### src/hdl/ccc_regs.svh
// Command codes, register offsets, field positions, values and timings
`ifndef CCC_REGS_SVH
`define CCC_REGS_SVH

`define CCC_CMD_GET_TOFS  16'h2318
`define CCC_CMD_SET_TOFS  16'h241D
`define CCC_CMD_SET_ALT   16'h2427
`define CCC_CMD_GET_ALT   16'h2322
`define CCC_CMD_SET_PRES  16'hE000
`define CCC_CMD_REFCAL    16'h362F
`define CCC_CMD_STOP      16'h3F86
`define CCC_CMD_START_PER 16'h21B1
`define CCC_CMD_START_LP  16'h21AC

`define CCC_REFCAL_BIAS   16'h8000
`define CCC_REFCAL_FAIL   16'hFFFF
`define CCC_BG_REF_PPM    16'h0190
`define CCC_ALT_RESET     16'h0000
`define CCC_CRC_POLY      8'h31
`define CCC_CRC_INIT      8'hFF

`define CCC_CLK_MHZ       50
`define CCC_T_CMD_US      1000
`define CCC_T_REFCAL_US   400000
`define CCC_T_STOP_US     500000

`define CCC_REG_CTRL      4'h0
`define CCC_REG_PARAM     4'h4
`define CCC_REG_RESP      4'h8
`define CCC_REG_STAT      4'hC
`define CCC_CTRL_PAR_BIT  16
`define CCC_CTRL_RSP_BIT  17
`define CCC_ST_BUSY       0
`define CCC_ST_DONE       1
`define CCC_ST_CRCERR     2
`define CCC_ST_NACK       3
`define CCC_ST_REFUSED    4

`endif

### src/hdl/ccc_pkg.sv
// Shared types and the word checksum
package ccc_pkg;
  `include "ccc_regs.svh"

  typedef enum logic [1:0] {DS_IDLE, DS_RECV, DS_BUSY, DS_READY} ccc_dev_state_t;
  typedef enum logic [2:0] {HS_IDLE, HS_SEND, HS_WAIT, HS_RDREQ,
                            HS_RDWAIT} ccc_host_state_t;

  // Checksum over one 16-bit word, high byte first
  function automatic logic [7:0] ccc_crc(input logic [15:0] w);
    logic [7:0] c;
    logic       fb;
    c = `CCC_CRC_INIT;
    for (int i = 15; i >= 0; i--) begin
      fb = c[7] ^ w[i];
      c  = {c[6:0], 1'b0} ^ (fb ? `CCC_CRC_POLY : 8'h00);
    end
    return c;
  endfunction
endpackage

### src/hdl/ccc_link_if.sv
// Byte link between bus master and sensor command logic
`timescale 1ns/1ns
`default_nettype none
interface ccc_link_if;
  logic       hostValid;
  logic       hostStart;
  logic [7:0] hostByte;
  logic       hostRdReq;
  logic       devValid;
  logic       devNack;
  logic [7:0] devByte;

  modport dev (input hostValid, hostStart, hostByte, hostRdReq,
               output devValid, devNack, devByte);
  modport host (output hostValid, hostStart, hostByte, hostRdReq,
                input devValid, devNack, devByte);
endinterface
`default_nettype wire

### src/hdl/ccc_host.sv
// Bus master end: AXI4-Lite command registers driving the byte link
`timescale 1ns/1ns
`default_nettype none
`include "ccc_regs.svh"
module ccc_host #(
  parameter int CMD_WAIT_CYC    = `CCC_T_CMD_US * `CCC_CLK_MHZ,
  parameter int REFCAL_WAIT_CYC = `CCC_T_REFCAL_US * `CCC_CLK_MHZ,
  parameter int STOP_WAIT_CYC   = `CCC_T_STOP_US * `CCC_CLK_MHZ
) (
  input  wire logic        clk,
  input  wire logic        rst_n,
  input  wire logic        ce,
  ccc_link_if.host         link,
  input  wire logic [3:0]  awaddr,
  input  wire logic        awvalid,
  output logic             awready,
  input  wire logic [31:0] wdata,
  input  wire logic [3:0]  wstrb,
  input  wire logic        wvalid,
  output logic             wready,
  output logic      [1:0]  bresp,
  output logic             bvalid,
  input  wire logic        bready,
  input  wire logic [3:0]  araddr,
  input  wire logic        arvalid,
  output logic             arready,
  output logic      [31:0] rdata,
  output logic      [1:0]  rresp,
  output logic             rvalid,
  input  wire logic        rready
);
  import ccc_pkg::*;

  ccc_pkg::ccc_host_state_t stateFf;
  logic        awHeldFf, wHeldFf, awreadyFf, wreadyFf, bvalidFf, arreadyFf;
  logic        rvalidFf;
  logic [1:0]  brespFf, rrespFf;
  logic [3:0]  awAddrFf;
  logic [31:0] wDataFf, rdataFf;
  logic [15:0] cmdFf, paramFf, respFf;
  logic        wantRespFf, measRunFf;
  logic        doneFf, crcErrFf, nackFf, refusedFf;
  logic [39:0] sendFf;
  logic [2:0]  idxFf, lastFf;
  logic [31:0] timerFf;
  logic [23:0] rxFf;
  logic        hValidFf, hStartFf, hRdReqFf;
  logic [7:0]  hByteFf;

  wire        awTake  = awvalid && awreadyFf;
  wire        wTake   = wvalid && wreadyFf;
  wire        awHave  = awHeldFf || awTake;
  wire        wHave   = wHeldFf || wTake;
  wire        wrDo    = awHave && wHave && !bvalidFf;
  wire [3:0]  wAddr   = awHeldFf ? awAddrFf : awaddr;
  wire [31:0] wData   = wHeldFf ? wDataFf : wdata;
  wire        nxtAwH  = awHave && !wrDo;
  wire        nxtWH   = wHave && !wrDo;
  wire        nxtBv   = wrDo || (bvalidFf && !bready);
  wire        wMapped = (wAddr == `CCC_REG_CTRL) || (wAddr == `CCC_REG_PARAM)
                     || (wAddr == `CCC_REG_STAT);
  wire        idle    = (stateFf == HS_IDLE);
  wire        go      = wrDo && (wAddr == `CCC_REG_CTRL) && idle;
  wire        wrPar   = wrDo && (wAddr == `CCC_REG_PARAM) && wstrb[0];
  wire        wrStat  = wrDo && (wAddr == `CCC_REG_STAT);
  wire [15:0] goCmd   = wData[15:0];
  wire        goPar   = wData[`CCC_CTRL_PAR_BIT];
  wire        cfgCmd  = (goCmd == `CCC_CMD_GET_TOFS) ||
                        (goCmd == `CCC_CMD_SET_TOFS) ||
                        (goCmd == `CCC_CMD_SET_ALT) ||
                        (goCmd == `CCC_CMD_GET_ALT) ||
                        (goCmd == `CCC_CMD_REFCAL);
  wire        refuse  = go && measRunFf && cfgCmd;
  wire        start   = go && !refuse;
  wire [31:0] waitCyc = (cmdFf == `CCC_CMD_REFCAL) ? REFCAL_WAIT_CYC
                      : (cmdFf == `CCC_CMD_STOP) ? STOP_WAIT_CYC
                      : CMD_WAIT_CYC;
  wire        rxDone  = (stateFf == HS_RDWAIT) && link.devValid &&
                        (idxFf == 3'h2);
  wire [23:0] rxWord  = {rxFf[15:0], link.devByte};
  wire        finish  = rxDone || ((stateFf == HS_RDWAIT) && link.devNack)
                     || ((stateFf == HS_WAIT) && (timerFf <= 32'h1)
                         && !wantRespFf);
  wire        arTake  = arvalid && arreadyFf;
  wire        nxtRv   = arTake || (rvalidFf && !rready);
  wire [31:0] statWord = {27'h000_0000, refusedFf, nackFf, crcErrFf, doneFf,
                          !idle};
  wire [31:0] rdWord  = (araddr == `CCC_REG_CTRL) ?
                          {14'h0000, wantRespFf, 1'b0, cmdFf}
                      : (araddr == `CCC_REG_PARAM) ? {16'h0000, paramFf}
                      : (araddr == `CCC_REG_RESP) ? {16'h0000, respFf}
                      : statWord;
  wire        rMapped = (araddr == `CCC_REG_CTRL) ||
                        (araddr == `CCC_REG_PARAM) ||
                        (araddr == `CCC_REG_RESP) || (araddr == `CCC_REG_STAT);

  // AXI4-Lite slave handshakes
  always_ff @(posedge clk) begin
    if (!rst_n) begin
      awHeldFf  <= 1'b0;
      wHeldFf   <= 1'b0;
      awreadyFf <= 1'b0;
      wreadyFf  <= 1'b0;
      bvalidFf  <= 1'b0;
      brespFf   <= 2'h0;
      awAddrFf  <= 4'h0;
      wDataFf   <= 32'h0000_0000;
      arreadyFf <= 1'b0;
      rvalidFf  <= 1'b0;
      rrespFf   <= 2'h0;
      rdataFf   <= 32'h0000_0000;
    end else if (ce) begin
      awHeldFf  <= nxtAwH;
      wHeldFf   <= nxtWH;
      awreadyFf <= !nxtAwH && !nxtBv;
      wreadyFf  <= !nxtWH && !nxtBv;
      bvalidFf  <= nxtBv;
      arreadyFf <= !nxtRv;
      rvalidFf  <= nxtRv;
      if (awTake) begin
        awAddrFf <= awaddr;
      end
      if (wTake) begin
        wDataFf <= wdata;
      end
      if (wrDo) begin
        brespFf <= wMapped ? 2'h0 : 2'h2;
      end
      if (arTake) begin
        rdataFf <= rMapped ? rdWord : 32'h0000_0000;
        rrespFf <= rMapped ? 2'h0 : 2'h2;
      end
    end
  end

  // Command sequencer
  always_ff @(posedge clk) begin
    if (!rst_n) begin
      stateFf    <= HS_IDLE;
      cmdFf      <= 16'h0000;
      paramFf    <= 16'h0000;
      respFf     <= 16'h0000;
      wantRespFf <= 1'b0;
      measRunFf  <= 1'b0;
      sendFf     <= 40'h00_0000_0000;
      idxFf      <= 3'h0;
      lastFf     <= 3'h0;
      timerFf    <= 32'h0000_0000;
      rxFf       <= 24'h00_0000;
      hValidFf   <= 1'b0;
      hStartFf   <= 1'b0;
      hRdReqFf   <= 1'b0;
      hByteFf    <= 8'h00;
    end else if (ce) begin
      hValidFf <= 1'b0;
      hStartFf <= 1'b0;
      hRdReqFf <= 1'b0;
      if (wrPar) begin
        paramFf <= wData[15:0];
      end
      case (stateFf)
        HS_IDLE: begin
          if (start) begin
            stateFf    <= HS_SEND;
            cmdFf      <= goCmd;
            wantRespFf <= wData[`CCC_CTRL_RSP_BIT];
            sendFf     <= {goCmd, paramFf, ccc_crc(paramFf)};
            lastFf     <= goPar ? 3'h4 : 3'h1;
            idxFf      <= 3'h0;
          end
        end
        HS_SEND: begin
          hValidFf <= 1'b1;
          hStartFf <= (idxFf == 3'h0);
          hByteFf  <= sendFf[39:32];
          sendFf   <= {sendFf[31:0], 8'h00};
          idxFf    <= idxFf + 3'h1;
          if (idxFf == lastFf) begin
            stateFf <= HS_WAIT;
            timerFf <= waitCyc;
          end
        end
        HS_WAIT: begin
          if (timerFf > 32'h1) begin
            timerFf <= timerFf - 32'h1;
          end else if (wantRespFf) begin
            stateFf <= HS_RDREQ;
            idxFf   <= 3'h0;
          end else begin
            stateFf <= HS_IDLE;
          end
          if (timerFf <= 32'h1) begin
            if (cmdFf == `CCC_CMD_STOP) begin
              measRunFf <= 1'b0;
            end else if ((cmdFf == `CCC_CMD_START_PER) ||
                         (cmdFf == `CCC_CMD_START_LP)) begin
              measRunFf <= 1'b1;
            end
          end
        end
        HS_RDREQ: begin
          hRdReqFf <= 1'b1;
          stateFf  <= HS_RDWAIT;
        end
        HS_RDWAIT: begin
          if (link.devNack) begin
            stateFf <= HS_IDLE;
          end else if (link.devValid) begin
            rxFf  <= rxWord;
            idxFf <= idxFf + 3'h1;
            if (idxFf == 3'h2) begin
              stateFf <= HS_IDLE;
              respFf  <= rxWord[23:8];
            end else begin
              stateFf <= HS_RDREQ;
            end
          end
        end
        default: stateFf <= HS_IDLE;
      endcase
    end
  end

  // Sticky status: a new event wins over a same-cycle clear
  always_ff @(posedge clk) begin
    if (!rst_n) begin
      doneFf    <= 1'b0;
      crcErrFf  <= 1'b0;
      nackFf    <= 1'b0;
      refusedFf <= 1'b0;
    end else if (ce) begin
      doneFf    <= finish || (doneFf && !(wrStat && wData[`CCC_ST_DONE]));
      crcErrFf  <= (rxDone && (ccc_crc(rxWord[23:8]) != rxWord[7:0])) ||
                   (crcErrFf && !(wrStat && wData[`CCC_ST_CRCERR]));
      nackFf    <= ((stateFf == HS_RDWAIT) && link.devNack) ||
                   (nackFf && !(wrStat && wData[`CCC_ST_NACK]));
      refusedFf <= refuse ||
                   (refusedFf && !(wrStat && wData[`CCC_ST_REFUSED]));
    end
  end

  assign awready        = awreadyFf;
  assign wready         = wreadyFf;
  assign bvalid         = bvalidFf;
  assign bresp          = brespFf;
  assign arready        = arreadyFf;
  assign rvalid         = rvalidFf;
  assign rresp          = rrespFf;
  assign rdata          = rdataFf;
  assign link.hostValid = hValidFf;
  assign link.hostStart = hStartFf;
  assign link.hostByte  = hByteFf;
  assign link.hostRdReq = hRdReqFf;
endmodule
`default_nettype wire

### src/flat_wrapper.sv
// flat-port wrapper written by rule: the top's interface ports become plain ports
module ccc_host_flat import ccc_pkg::*;
#(
  parameter int CMD_WAIT_CYC    = `CCC_T_CMD_US * `CCC_CLK_MHZ,
  parameter int REFCAL_WAIT_CYC = `CCC_T_REFCAL_US * `CCC_CLK_MHZ,
  parameter int STOP_WAIT_CYC   = `CCC_T_STOP_US * `CCC_CLK_MHZ
)
  (clk, rst_n, ce, awaddr, awvalid, awready, wdata, wstrb, wvalid, wready, bresp, bvalid, bready, araddr, arvalid, arready, rdata, rresp, rvalid, rready, link_hostValid, link_hostStart, link_hostByte, link_hostRdReq, link_devValid, link_devNack, link_devByte);
  ccc_link_if link_i ();
  input  wire logic clk;
  input  wire logic rst_n;
  input  wire logic ce;
  input  wire logic [3:0] awaddr;
  input  wire logic awvalid;
  output logic awready;
  input  wire logic [31:0] wdata;
  input  wire logic [3:0] wstrb;
  input  wire logic wvalid;
  output logic wready;
  output logic      [1:0] bresp;
  output logic bvalid;
  input  wire logic bready;
  input  wire logic [3:0] araddr;
  input  wire logic arvalid;
  output logic arready;
  output logic      [31:0] rdata;
  output logic      [1:0] rresp;
  output logic rvalid;
  input  wire logic rready;
  output wire logic [$bits(link_i.hostValid)-1:0] link_hostValid;
  output wire logic [$bits(link_i.hostStart)-1:0] link_hostStart;
  output wire logic [$bits(link_i.hostByte)-1:0] link_hostByte;
  output wire logic [$bits(link_i.hostRdReq)-1:0] link_hostRdReq;
  input wire logic [$bits(link_i.devValid)-1:0] link_devValid;
  input wire logic [$bits(link_i.devNack)-1:0] link_devNack;
  input wire logic [$bits(link_i.devByte)-1:0] link_devByte;
  assign link_hostValid = link_i.hostValid;
  assign link_hostStart = link_i.hostStart;
  assign link_hostByte = link_i.hostByte;
  assign link_hostRdReq = link_i.hostRdReq;
  assign link_i.devValid = link_devValid;
  assign link_i.devNack = link_devNack;
  assign link_i.devByte = link_devByte;
  ccc_host #(.CMD_WAIT_CYC(CMD_WAIT_CYC), .REFCAL_WAIT_CYC(REFCAL_WAIT_CYC), .STOP_WAIT_CYC(STOP_WAIT_CYC)) u_core (.clk(clk), .rst_n(rst_n), .ce(ce), .link(link_i), .awaddr(awaddr), .awvalid(awvalid), .awready(awready), .wdata(wdata), .wstrb(wstrb), .wvalid(wvalid), .wready(wready), .bresp(bresp), .bvalid(bvalid), .bready(bready), .araddr(araddr), .arvalid(arvalid), .arready(arready), .rdata(rdata), .rresp(rresp), .rvalid(rvalid), .rready(rready));
endmodule
### config.mk
export PLATFORM = sky130hd
export DESIGN_NAME = ccc_host_flat
export DESIGN_NICKNAME = d
export VERILOG_FILES = /design/src/hdl/ccc_pkg.sv /design/src/hdl/ccc_link_if.sv /design/src/hdl/ccc_host.sv /design/src/flat_wrapper.sv
export VERILOG_INCLUDE_DIRS = /design/src /design/src/hdl
export SDC_FILE = /design/constraint.sdc
export NUM_CORES = 1
export LEC_CHECK = 0
export ABC_AREA = 1
export BUFFER_PORTS_ARGS = -buffer_cell sky130_fd_sc_hd__buf_2
export CELL_PAD_IN_SITES_DETAIL_PLACEMENT = 1
export CELL_PAD_IN_SITES_GLOBAL_PLACEMENT = 2
export CORE_ASPECT_RATIO = 0.5
export CORE_MARGIN = 10
export CORE_UTILIZATION = 33
export CTS_CLUSTER_SIZE = 14
export DETAILED_ROUTE_END_ITERATION = 12
export PLACE_DENSITY_LB_ADDON = 0.1
export SYNTH_ARGS = -nofsm -noshare
export SYNTH_HDL_FRONTEND = slang
export SYNTH_SLANG_ARGS = --single-unit
### constraint.sdc
create_clock -name clk -period 2.3 [get_ports clk]
set_input_delay 0.46 -clock clk [delete_from_list [all_inputs] [get_ports clk]]
set_output_delay 0.46 -clock clk [all_outputs]
set_load 0.02 [all_outputs]
**Yosys cells after proc, flatten, opt, wreduce, memory -nomap -nowiden**

Index checks and enable logic that the tools add are counted.

- Divide/modulo/power cells: 0
- Magnitude comparators: 2
- Shift operators: 0
- Equal/unequal tests: 29
- Reductions and logical operators: 90
- Multiplexer cells: 67
- Bitwise logic cells: 63
- Add/subtract/negate cells: 2
- $mul: 0

Operators with widths:

| cell | number |
|---|---|
| $xor A8 B8 Y8 | 30 |
| $mux W32 | 6 |
| $mux W6 | 32 |
| $eq A16 B14 Y1 const B | 9 |
| $pmux W40 S2 | 1 |
| $pmux W32 S2 | 1 |
| $mux W40 | 1 |
| $logic_and A1 B1 Y1 | 33 |
| $mux W3 | 11 |
| $gt A32 B1 Y1 const B | 1 |
| $le A32 B1 Y1 const B | 1 |
| $sub A32 B1 Y32 const B | 1 |
| $xor A1 B1 Y1 | 30 |
| $mux W25 | 1 |
| $logic_or A1 B1 Y1 | 20 |
| $mux W18 | 1 |
| $mux W16 | 1 |
| $logic_not A1 Y1 | 15 |
| $pmux W3 S5 | 1 |
| $not A7 Y7 | 2 |
| $eq A4 B4 Y1 const B | 3 |
| $pmux W3 S4 | 1 |
| $reduce_and A2 Y1 | 6 |
| $reduce_and A4 Y1 | 3 |
| 21 further kinds | 42 |

- Word-level logic and storage cells: 284
- Bits in writable memories: 0
- ROM bits: 0
- Bits in latches: 0
- Memories: 0
- Bits of input ports: 62
- Bits in registers: 227

**Depth between registers and ports, before layout**

- Depth in word-level cells: 50
- Mapped depth: 19
- Depth with buffers taken out: 19

**Worst setup path before layout**

OpenSTA, ideal clock, no wires.

- Path kind: register to register
- From: reg u_core.timerFf[0]
- To: reg u_core.timerFf[30]
- Clock period less this slack: 1.991 ns
- Data arrival time: 1.875 ns
- Library setup time: 0.116 ns
- Cell stages (with the launch flop): 12
- Data required time: 2.184 ns
- Slack: 0.309 ns
- Cell sequence: dfxtp_1 -> inv_1 -> ha_1 -> nand2_1 -> nor2_2 -> nand4_1 -> nor4_1 -> nand3_1 -> nor2_1 -> nand4_1 -> nand2_1 -> a21oi_1

- Longest elaborated chain between the ends: 3
- Elaborated cells between the ends (all ways): 6
- Classes of those cells: add/sub: 1; order compare: 1; eq/ne: 1; mux: 2; reduce/logical: 1

RTL lines:

| what | RTL line | source |
|---|---|---|
| start: declaration | ccc_host.sv:45 | `logic [31:0] timerFf;` |
| start signal: assignment | ccc_host.sv:180 | `timerFf <= waitCyc;` |
| start signal: assignment | ccc_host.sv:185 | `timerFf <= timerFf - 32'h1;` |
| $sub A32 B1 Y32 / $gt A32 B1 Y1 (equally long branches) | ccc_host.sv:185, ccc_host.sv:184 |  |
| $mux W32 / $ne A2 B2 Y1 (equally long branches) | -- |  |
| $pmux W32 S2 / $reduce_and A4 Y1 (equally long branches) | -- |  |

Several ways; a longest one is shown, not always the timed one. The select of a mux whose other input is x is not followed.
A chain may end at the register's enable or synchronous reset.

**Worst setup path in the final report**

- From: reg u_core.wHeldFf
- To: reg u_core.sendFf[22]

- Longest elaborated chain between the ends: 11
- Elaborated cells between the ends (all ways): 21
- Classes of those cells: eq/ne: 6; mux: 1; reduce/logical: 14

RTL lines:

| what | RTL line | source |
|---|---|---|
| start: declaration | ccc_host.sv:35 | `logic awHeldFf, wHeldFf, awreadyFf, wreadyFf, bvalidFf, arreadyFf;` |
| start signal: assignment | ccc_host.sv:114 | `wHeldFf <= nxtWH;` |
| $mux W18 / $logic_or A1 B1 Y1 (equally long branches) | ccc_host.sv:56, ccc_host.sv:53 |  |
| $eq A16 B14 Y1 (no line) / $logic_and A1 B1 Y1 (equally long branches) | -- |  |
| $logic_or A1 B1 Y1 / $logic_and A1 B1 Y1 (equally long branches) | ccc_host.sv:68, ccc_host.sv:54 |  |
| $logic_or A1 B1 Y1 / $logic_and A1 B1 Y1 (equally long branches) (2 in series) | ccc_host.sv:68, ccc_host.sv:63 |  |
| $logic_or A1 B1 Y1 / $logic_and A1 B1 Y1 (equally long branches) | ccc_host.sv:68, ccc_host.sv:73 |  |
| $logic_and A1 B1 Y1 | ccc_host.sv:73 | `wire refuse = go && measRunFf && cfgCmd;` |
| $logic_not A1 Y1 | ccc_host.sv:74 | `wire start = go && !refuse;` |
| $logic_and A1 B1 Y1 * | ccc_host.sv:74 |  |
| $ne A2 B2 Y1 (no line) * | -- |  |
| $reduce_and A3 Y1 (no line) * | -- |  |
| end signal: assignment | ccc_host.sv:167 | `sendFf <= {goCmd, paramFf, ccc_crc(paramFf)};` |
| end signal: assignment | ccc_host.sv:176 | `sendFf <= {sendFf[31:0], 8'h00};` |
| end: declaration | ccc_host.sv:43 | `logic [39:0] sendFf;` |

Mark *: on every way between the ends. The rest lies on a longest branch, timed or not.

==> results by stage <==
Placed design:
- The placed instances occupy a cell area of 12090 sq um.
- The pre-CTS setup slack is -0.2429 ns.
- The weighted congestion at the end of routability-driven global placement is 0.8088.
- The post-DP HPWL is 29350 microns.
- Port buffering added 79 buffers.

GRT:
- Global routing consumed, over all layers together, 18.45% of the routing resources.
- The total congestion overflow after global routing is 0.
- The number of antenna violations at the first check in global routing is 0.
- Entering global routing, the biggest net connects 111 pins.
- The first global-routing pass estimated 60420 microns of wire.
- The via count of the first global-routing pass is 11014.

Worst hold path:
- The worst hold path was traced through 3 stages.
- The worst-case hold path end point is u_core.rxFf[5]$_SDFFE_PN0P_.
- The type of the most critical hold path is in2reg.
- In this run the most critical hold path is launched from link_devByte[5].

Setup path:
- In this design, the critical path's most frequently occurring cell is sky130_fd_sc_hd__nand2_2.
- Setup slack on the worst reg-to-reg path comes out at 0.03 ns.
- The required time at the endpoint of the critical path is 2.73 ns.
- The worst path arrival time is 2.71 ns.
- The worst register-to-register path has a depth of 16.
- The startpoint class of the critical path is a register.
- Traced cell by cell, the critical path runs through buf_4 > inv_8 > nand2_1 > o21ai_4 > nand3_1 > nor3_1 > nand2_1 > nand2_2 > nand2_2 > nand2_2 > nand2_4 > nand2_8 > inv_6 > buf_6 > o21ai_1 > a21oi_1.
- The setup path with the least slack is of type reg2reg.
- STA classifies the critical path endpoint as a register.
- The cell with the largest stage delay on the worst path is sky130_fd_sc_hd__dfxtp_4.
- The endpoint identified for the worst register-to-register timing path is u_core.sendFf[22]$_SDFFE_PN0P_.
- The top fanout value on the critical path is 12.
- On the worst path, the slowest cell contributes a delay of 0.38 ns.
- The startpoint of the most critical register-to-register path is u_core.wHeldFf$_SDFFE_PN0P_.

Route:
- The total routed wirelength is 39170 microns.
- The per-cell routed wire length is 18.13 microns.
- The detail route stage leaves a number of antenna-violating nets equal to 0.
- The via total after detailed routing is 10945.
- The first TritonRoute pass finished after 4 iterations.
- After the first detailed-routing iteration, the DRC count stood at 512.
- Dividing the detail-routed via count by the number of cells gives 5.065.
- For this run, design rule violations remaining after detail routing come to 0.

Pwr:
- Across the VDD grid, the largest voltage drop is 431.1 uV.
- For this design the static power due to leakage is 5.753 nW.
- The power per standard cell area is 593.8 nW/um^2.
- Power comes to 7.998 mW.

Cells and area:
- With fillers left out, the area of the finished cells amounts to 13470 sq um.
- The layout cell share with drive strength beyond 1 is 20.82%.
- The net count of the finished layout is 1782.
- The layout overhead on the synthesized area is 25.85%.
- 0 antenna diodes ended up in the layout.
- For this run, the share of the core covered by cells in the final layout is 42.32%.

Die:
- The number of I/O pins is 114.
- The floorplan has 46 rows.
- The core box area is 31830 sq um.
- The die covers 40470 sq um.
- The vertical die dimension is 147.3 microns.
- The initial utilization of the core area, before any placement, comes to 33.63%.
- The die is 274.7 microns wide.

STA:
- The minimum clock period after layout is 2.275 ns.
- The least setup slack across all paths after layout is 0.02546 ns.
- The highest clock frequency the design can meet is 0.4397 GHz.
- The worst-case hold slack is 0.2123 ns.
- Setup violations remaining at the end of the flow were counted as 0.
- The final number of max-transition violations is 0.
- Setup repair after global routing could not meet its margin everywhere.
- The clock tree skew after final layout is 0.03282 ns.
- The worst pin sits at a relative slew slack of 61.99%.
- The pin slew with the least headroom to its limit is 0.5702 ns.
- The number of hold violations in the final report was 0.
- After layout, the worst path uses 98.89% of the clock period.

Clock network:
- CTS saw 209 sinks.
- The TritonCTS buffer count is 23.
- The CTS root buffer is sky130_fd_sc_hd__clkbuf_16.
- The CTS clock-pin slew for the worst setup and hold paths is 0.06 ns.
- Counting along the longest clock path gives a buffer depth of 3.
- The clock reaches the later pin of the worst-skew pair after 0.55 ns.
- TritonCTS built the clock tree.
- For this design, the CTS-stage hold fixing added 0 buffers.
- The maximum level of the CTS H-tree is 1.

Synth:
- The sequential element share of the synthesized area is 39.09%.
- For this run, the number of Yosys warnings is 0.
- The synthesized netlist devotes 24.14% of its cell area to compound gates.
- The largest family of logic cells by synthesized area is compound AO/OA/AOI/OAI gates.
- In this run, synthesis produced a sequential element count of 209.
- Averaged over all synthesized cells, the footprint is 6.852 sq um.
- Summing the areas of all xor and xnor instances in the mapped netlist gives 2.736% of the synthesized area.
- After Yosys synthesis, full adders, half adders and majority gates account for 0.5845% of the synthesized area.
- Of the total synthesized cell area, the portion taken by AND, OR, NAND and NOR gates is 22.40%.
- Synthesis produced 1562 cells.
- The distinct cell type count after synthesis is 52.
- In this run the cell area of the synthesized design comes to 10700 sq um.
- The proportion of synthesized area in mux cells is 0%.

Run status:
- The run finished with clean final reports.

Flow run:
- Max-cap violations in this run came to 0.
[worst max-delay path by stage]
| stage | start | end | slack [ns] | cells after the start |
|---|---|---|---|---|
| 2_1_floorplan | u_core.timerFf[0]$_SDFFE_PN0P_ | u_core.timerFf[30]$_SDFFE_PN0P_ | 0.31 | 11 |
| 3_3_place_gp | u_core.idxFf[2]$_SDFFE_PN0P_ | u_core.timerFf[24]$_SDFFE_PN0P_ | -0.16 | 9 |
| 3_5_place_dp | u_core.wHeldFf$_SDFFE_PN0P_ | u_core.idxFf[1]$_SDFFE_PN0P_ | -0.24 | 14 |
| 4_1_cts | u_core.idxFf[2]$_SDFFE_PN0P_ | u_core.timerFf[29]$_SDFFE_PN0P_ | 0.02 | 11 |
| 5_1_grt | u_core.wHeldFf$_SDFFE_PN0P_ | u_core.sendFf[0]$_SDFFE_PN0P_ | -0.08 | 16 |
| 6_report | u_core.wHeldFf$_SDFFE_PN0P_ | u_core.sendFf[22]$_SDFFE_PN0P_ | 0.03 | 16 |
[metrics by stage]
stage | instances | TNS [ns]
global route | 2161 | -2.652
detailed placement | 2105 | -7.460
CTS | 2144 | 0
floorplan | 1578 | 0
finish | 2161 | 0
global placement | 2105 | -1.831
[worst max-delay path: cells and delay by family (launching register included)]
kind | cells | cell delay, ns
buffers and inverters | 4 | 0.46
AO/OA/AOI/OAI | 3 | 0.28
flip-flops | 1 | 0.38
AND/OR/NAND/NOR | 9 | 1.02
[cell usage after synthesis (all sizes together)]
library cell	n	area share [%]
nand4	20	1.2
o2111ai	1	0.082
nor3b	3	0.21
o21bai	1	0.070
xor2	21	1.8
nand3	69	3.2
clkinv	2	0.070
a21oi	190	8.9
or2	2	0.12
inv	192	6.8
a221oi	6	0.49
nand3b	3	0.21
nor4	9	0.53
ha	5	0.58
xnor3	1	0.21
o31ai	6	0.42
nor3	23	1.1
xnor2	9	0.74
dfxtp	209	39
a22oi	3	0.26
conb	1	0.035
o22ai	5	0.29
a31oi	18	1.1
o211ai	11	0.77
a41oi	2	0.16
buf	35	2.5
o211a	1	0.094
nand2	324	12
a211oi	11	0.77
o221ai	5	0.41
a31o	1	0.082
clkbuf	48	1.7
nor2	112	4.2
o41ai	1	0.082
o21ai	211	10
a21o	1	0.070
[logic make-up (layout without fill, tap and decap cells)]
logic type / count (synthesis) / after routing
buf+inv: 277 / 428
fa+ha+maj: 5 / 5
other cells: 1 / 17
flops: 209 / 209
compound gates: 474 / 474
xor+xnor: 31 / 31
simple gates: 565 / 565
[state kept, by name (all words and copies together) (netlist names), 2 cells and up]
| register | flops |
|---|---|
| u_core.stateFf | 3 |
| u_core.awAddrFf | 4 |
| u_core.sendFf | 40 |
| u_core.link.hostByte | 8 |
| u_core.rxFf | 16 |
| u_core.lastFf | 2 |
| u_core.idxFf | 3 |
| u_core.rdata | 17 |
| u_core.wDataFf | 18 |
| u_core.paramFf | 16 |
| u_core.timerFf | 32 |
| u_core.respFf | 16 |
| u_core.cmdFf | 16 |
[final cells by class]
type / count / area (sq um)
clock buffer: 33 / 643.1
clock inverter: 6 / 76.32
fill: 4041 / 18360
inverter: 194 / 740.7
multi-input combinational: 1092 / 5804
sequential: 209 / 4199
tap: 432 / 540.5
timing repair buffer: 195 / 1465
[power breakdown]
group,total (mW),leakage [nW],internal (mW),switching (mW)
Combinational,0.635,3.71,0.223,0.411
Sequential,3.67,1.69,3.65,0.0207
Clock,3.69,0.355,2.07,1.62
[metal layers]
metal  global-route usage (%)  wire length, microns  up-vias
li1                         -                     -     5468
met1                    25.19                 19420     5333
met2                    30.56                 18140      116
met3                    3.030                  1222       28
met4                    2.679                   394        0
met5                        0                     0        -
[what timing repair did]
item                                    CTS  global route
setup buffers                             0            13
endpoints found under the setup margin   70            76
pin swaps                                 0            26
resized for setup                        12           115
gates cloned                              0             4
[placed cells by master, fill, tap and decap left out, types with 4 or more instances in the layout]
master	netlist	layout
sky130_fd_sc_hd__inv_1	182	177
sky130_fd_sc_hd__nor3_1	22	20
sky130_fd_sc_hd__nand3_1	69	62
sky130_fd_sc_hd__a211oi_1	11	9
sky130_fd_sc_hd__buf_4	18	99
sky130_fd_sc_hd__xnor2_1	9	8
sky130_fd_sc_hd__o31ai_1	6	5
sky130_fd_sc_hd__conb_1	1	17
sky130_fd_sc_hd__nand2_1	316	284
sky130_fd_sc_hd__nor2_1	107	100
sky130_fd_sc_hd__o221ai_1	5	5
sky130_fd_sc_hd__inv_2	9	13
sky130_fd_sc_hd__buf_12	0	8
sky130_fd_sc_hd__o21ai_4	1	6
sky130_fd_sc_hd__a21oi_1	190	188
sky130_fd_sc_hd__o211ai_1	11	11
sky130_fd_sc_hd__o21ai_0	172	166
sky130_fd_sc_hd__ha_1	5	5
sky130_fd_sc_hd__nand4_1	20	20
sky130_fd_sc_hd__dfxtp_1	209	199
sky130_fd_sc_hd__clkbuf_1	48	7
sky130_fd_sc_hd__o22ai_1	5	4
sky130_fd_sc_hd__nand2_2	6	36
sky130_fd_sc_hd__o21ai_2	5	19
sky130_fd_sc_hd__xor2_1	20	16
sky130_fd_sc_hd__a221oi_1	6	6
sky130_fd_sc_hd__clkbuf_16	0	27
sky130_fd_sc_hd__nor2_2	4	10
sky130_fd_sc_hd__dfxtp_2	0	9
sky130_fd_sc_hd__xor2_2	1	5
sky130_fd_sc_hd__nand3_2	0	7
sky130_fd_sc_hd__buf_2	7	78
sky130_fd_sc_hd__o21ai_1	33	20
sky130_fd_sc_hd__a31oi_1	18	18
sky130_fd_sc_hd__nor4_1	9	4
sky130_fd_sc_hd__buf_6	8	5
(Power assumes the default switching activity.)
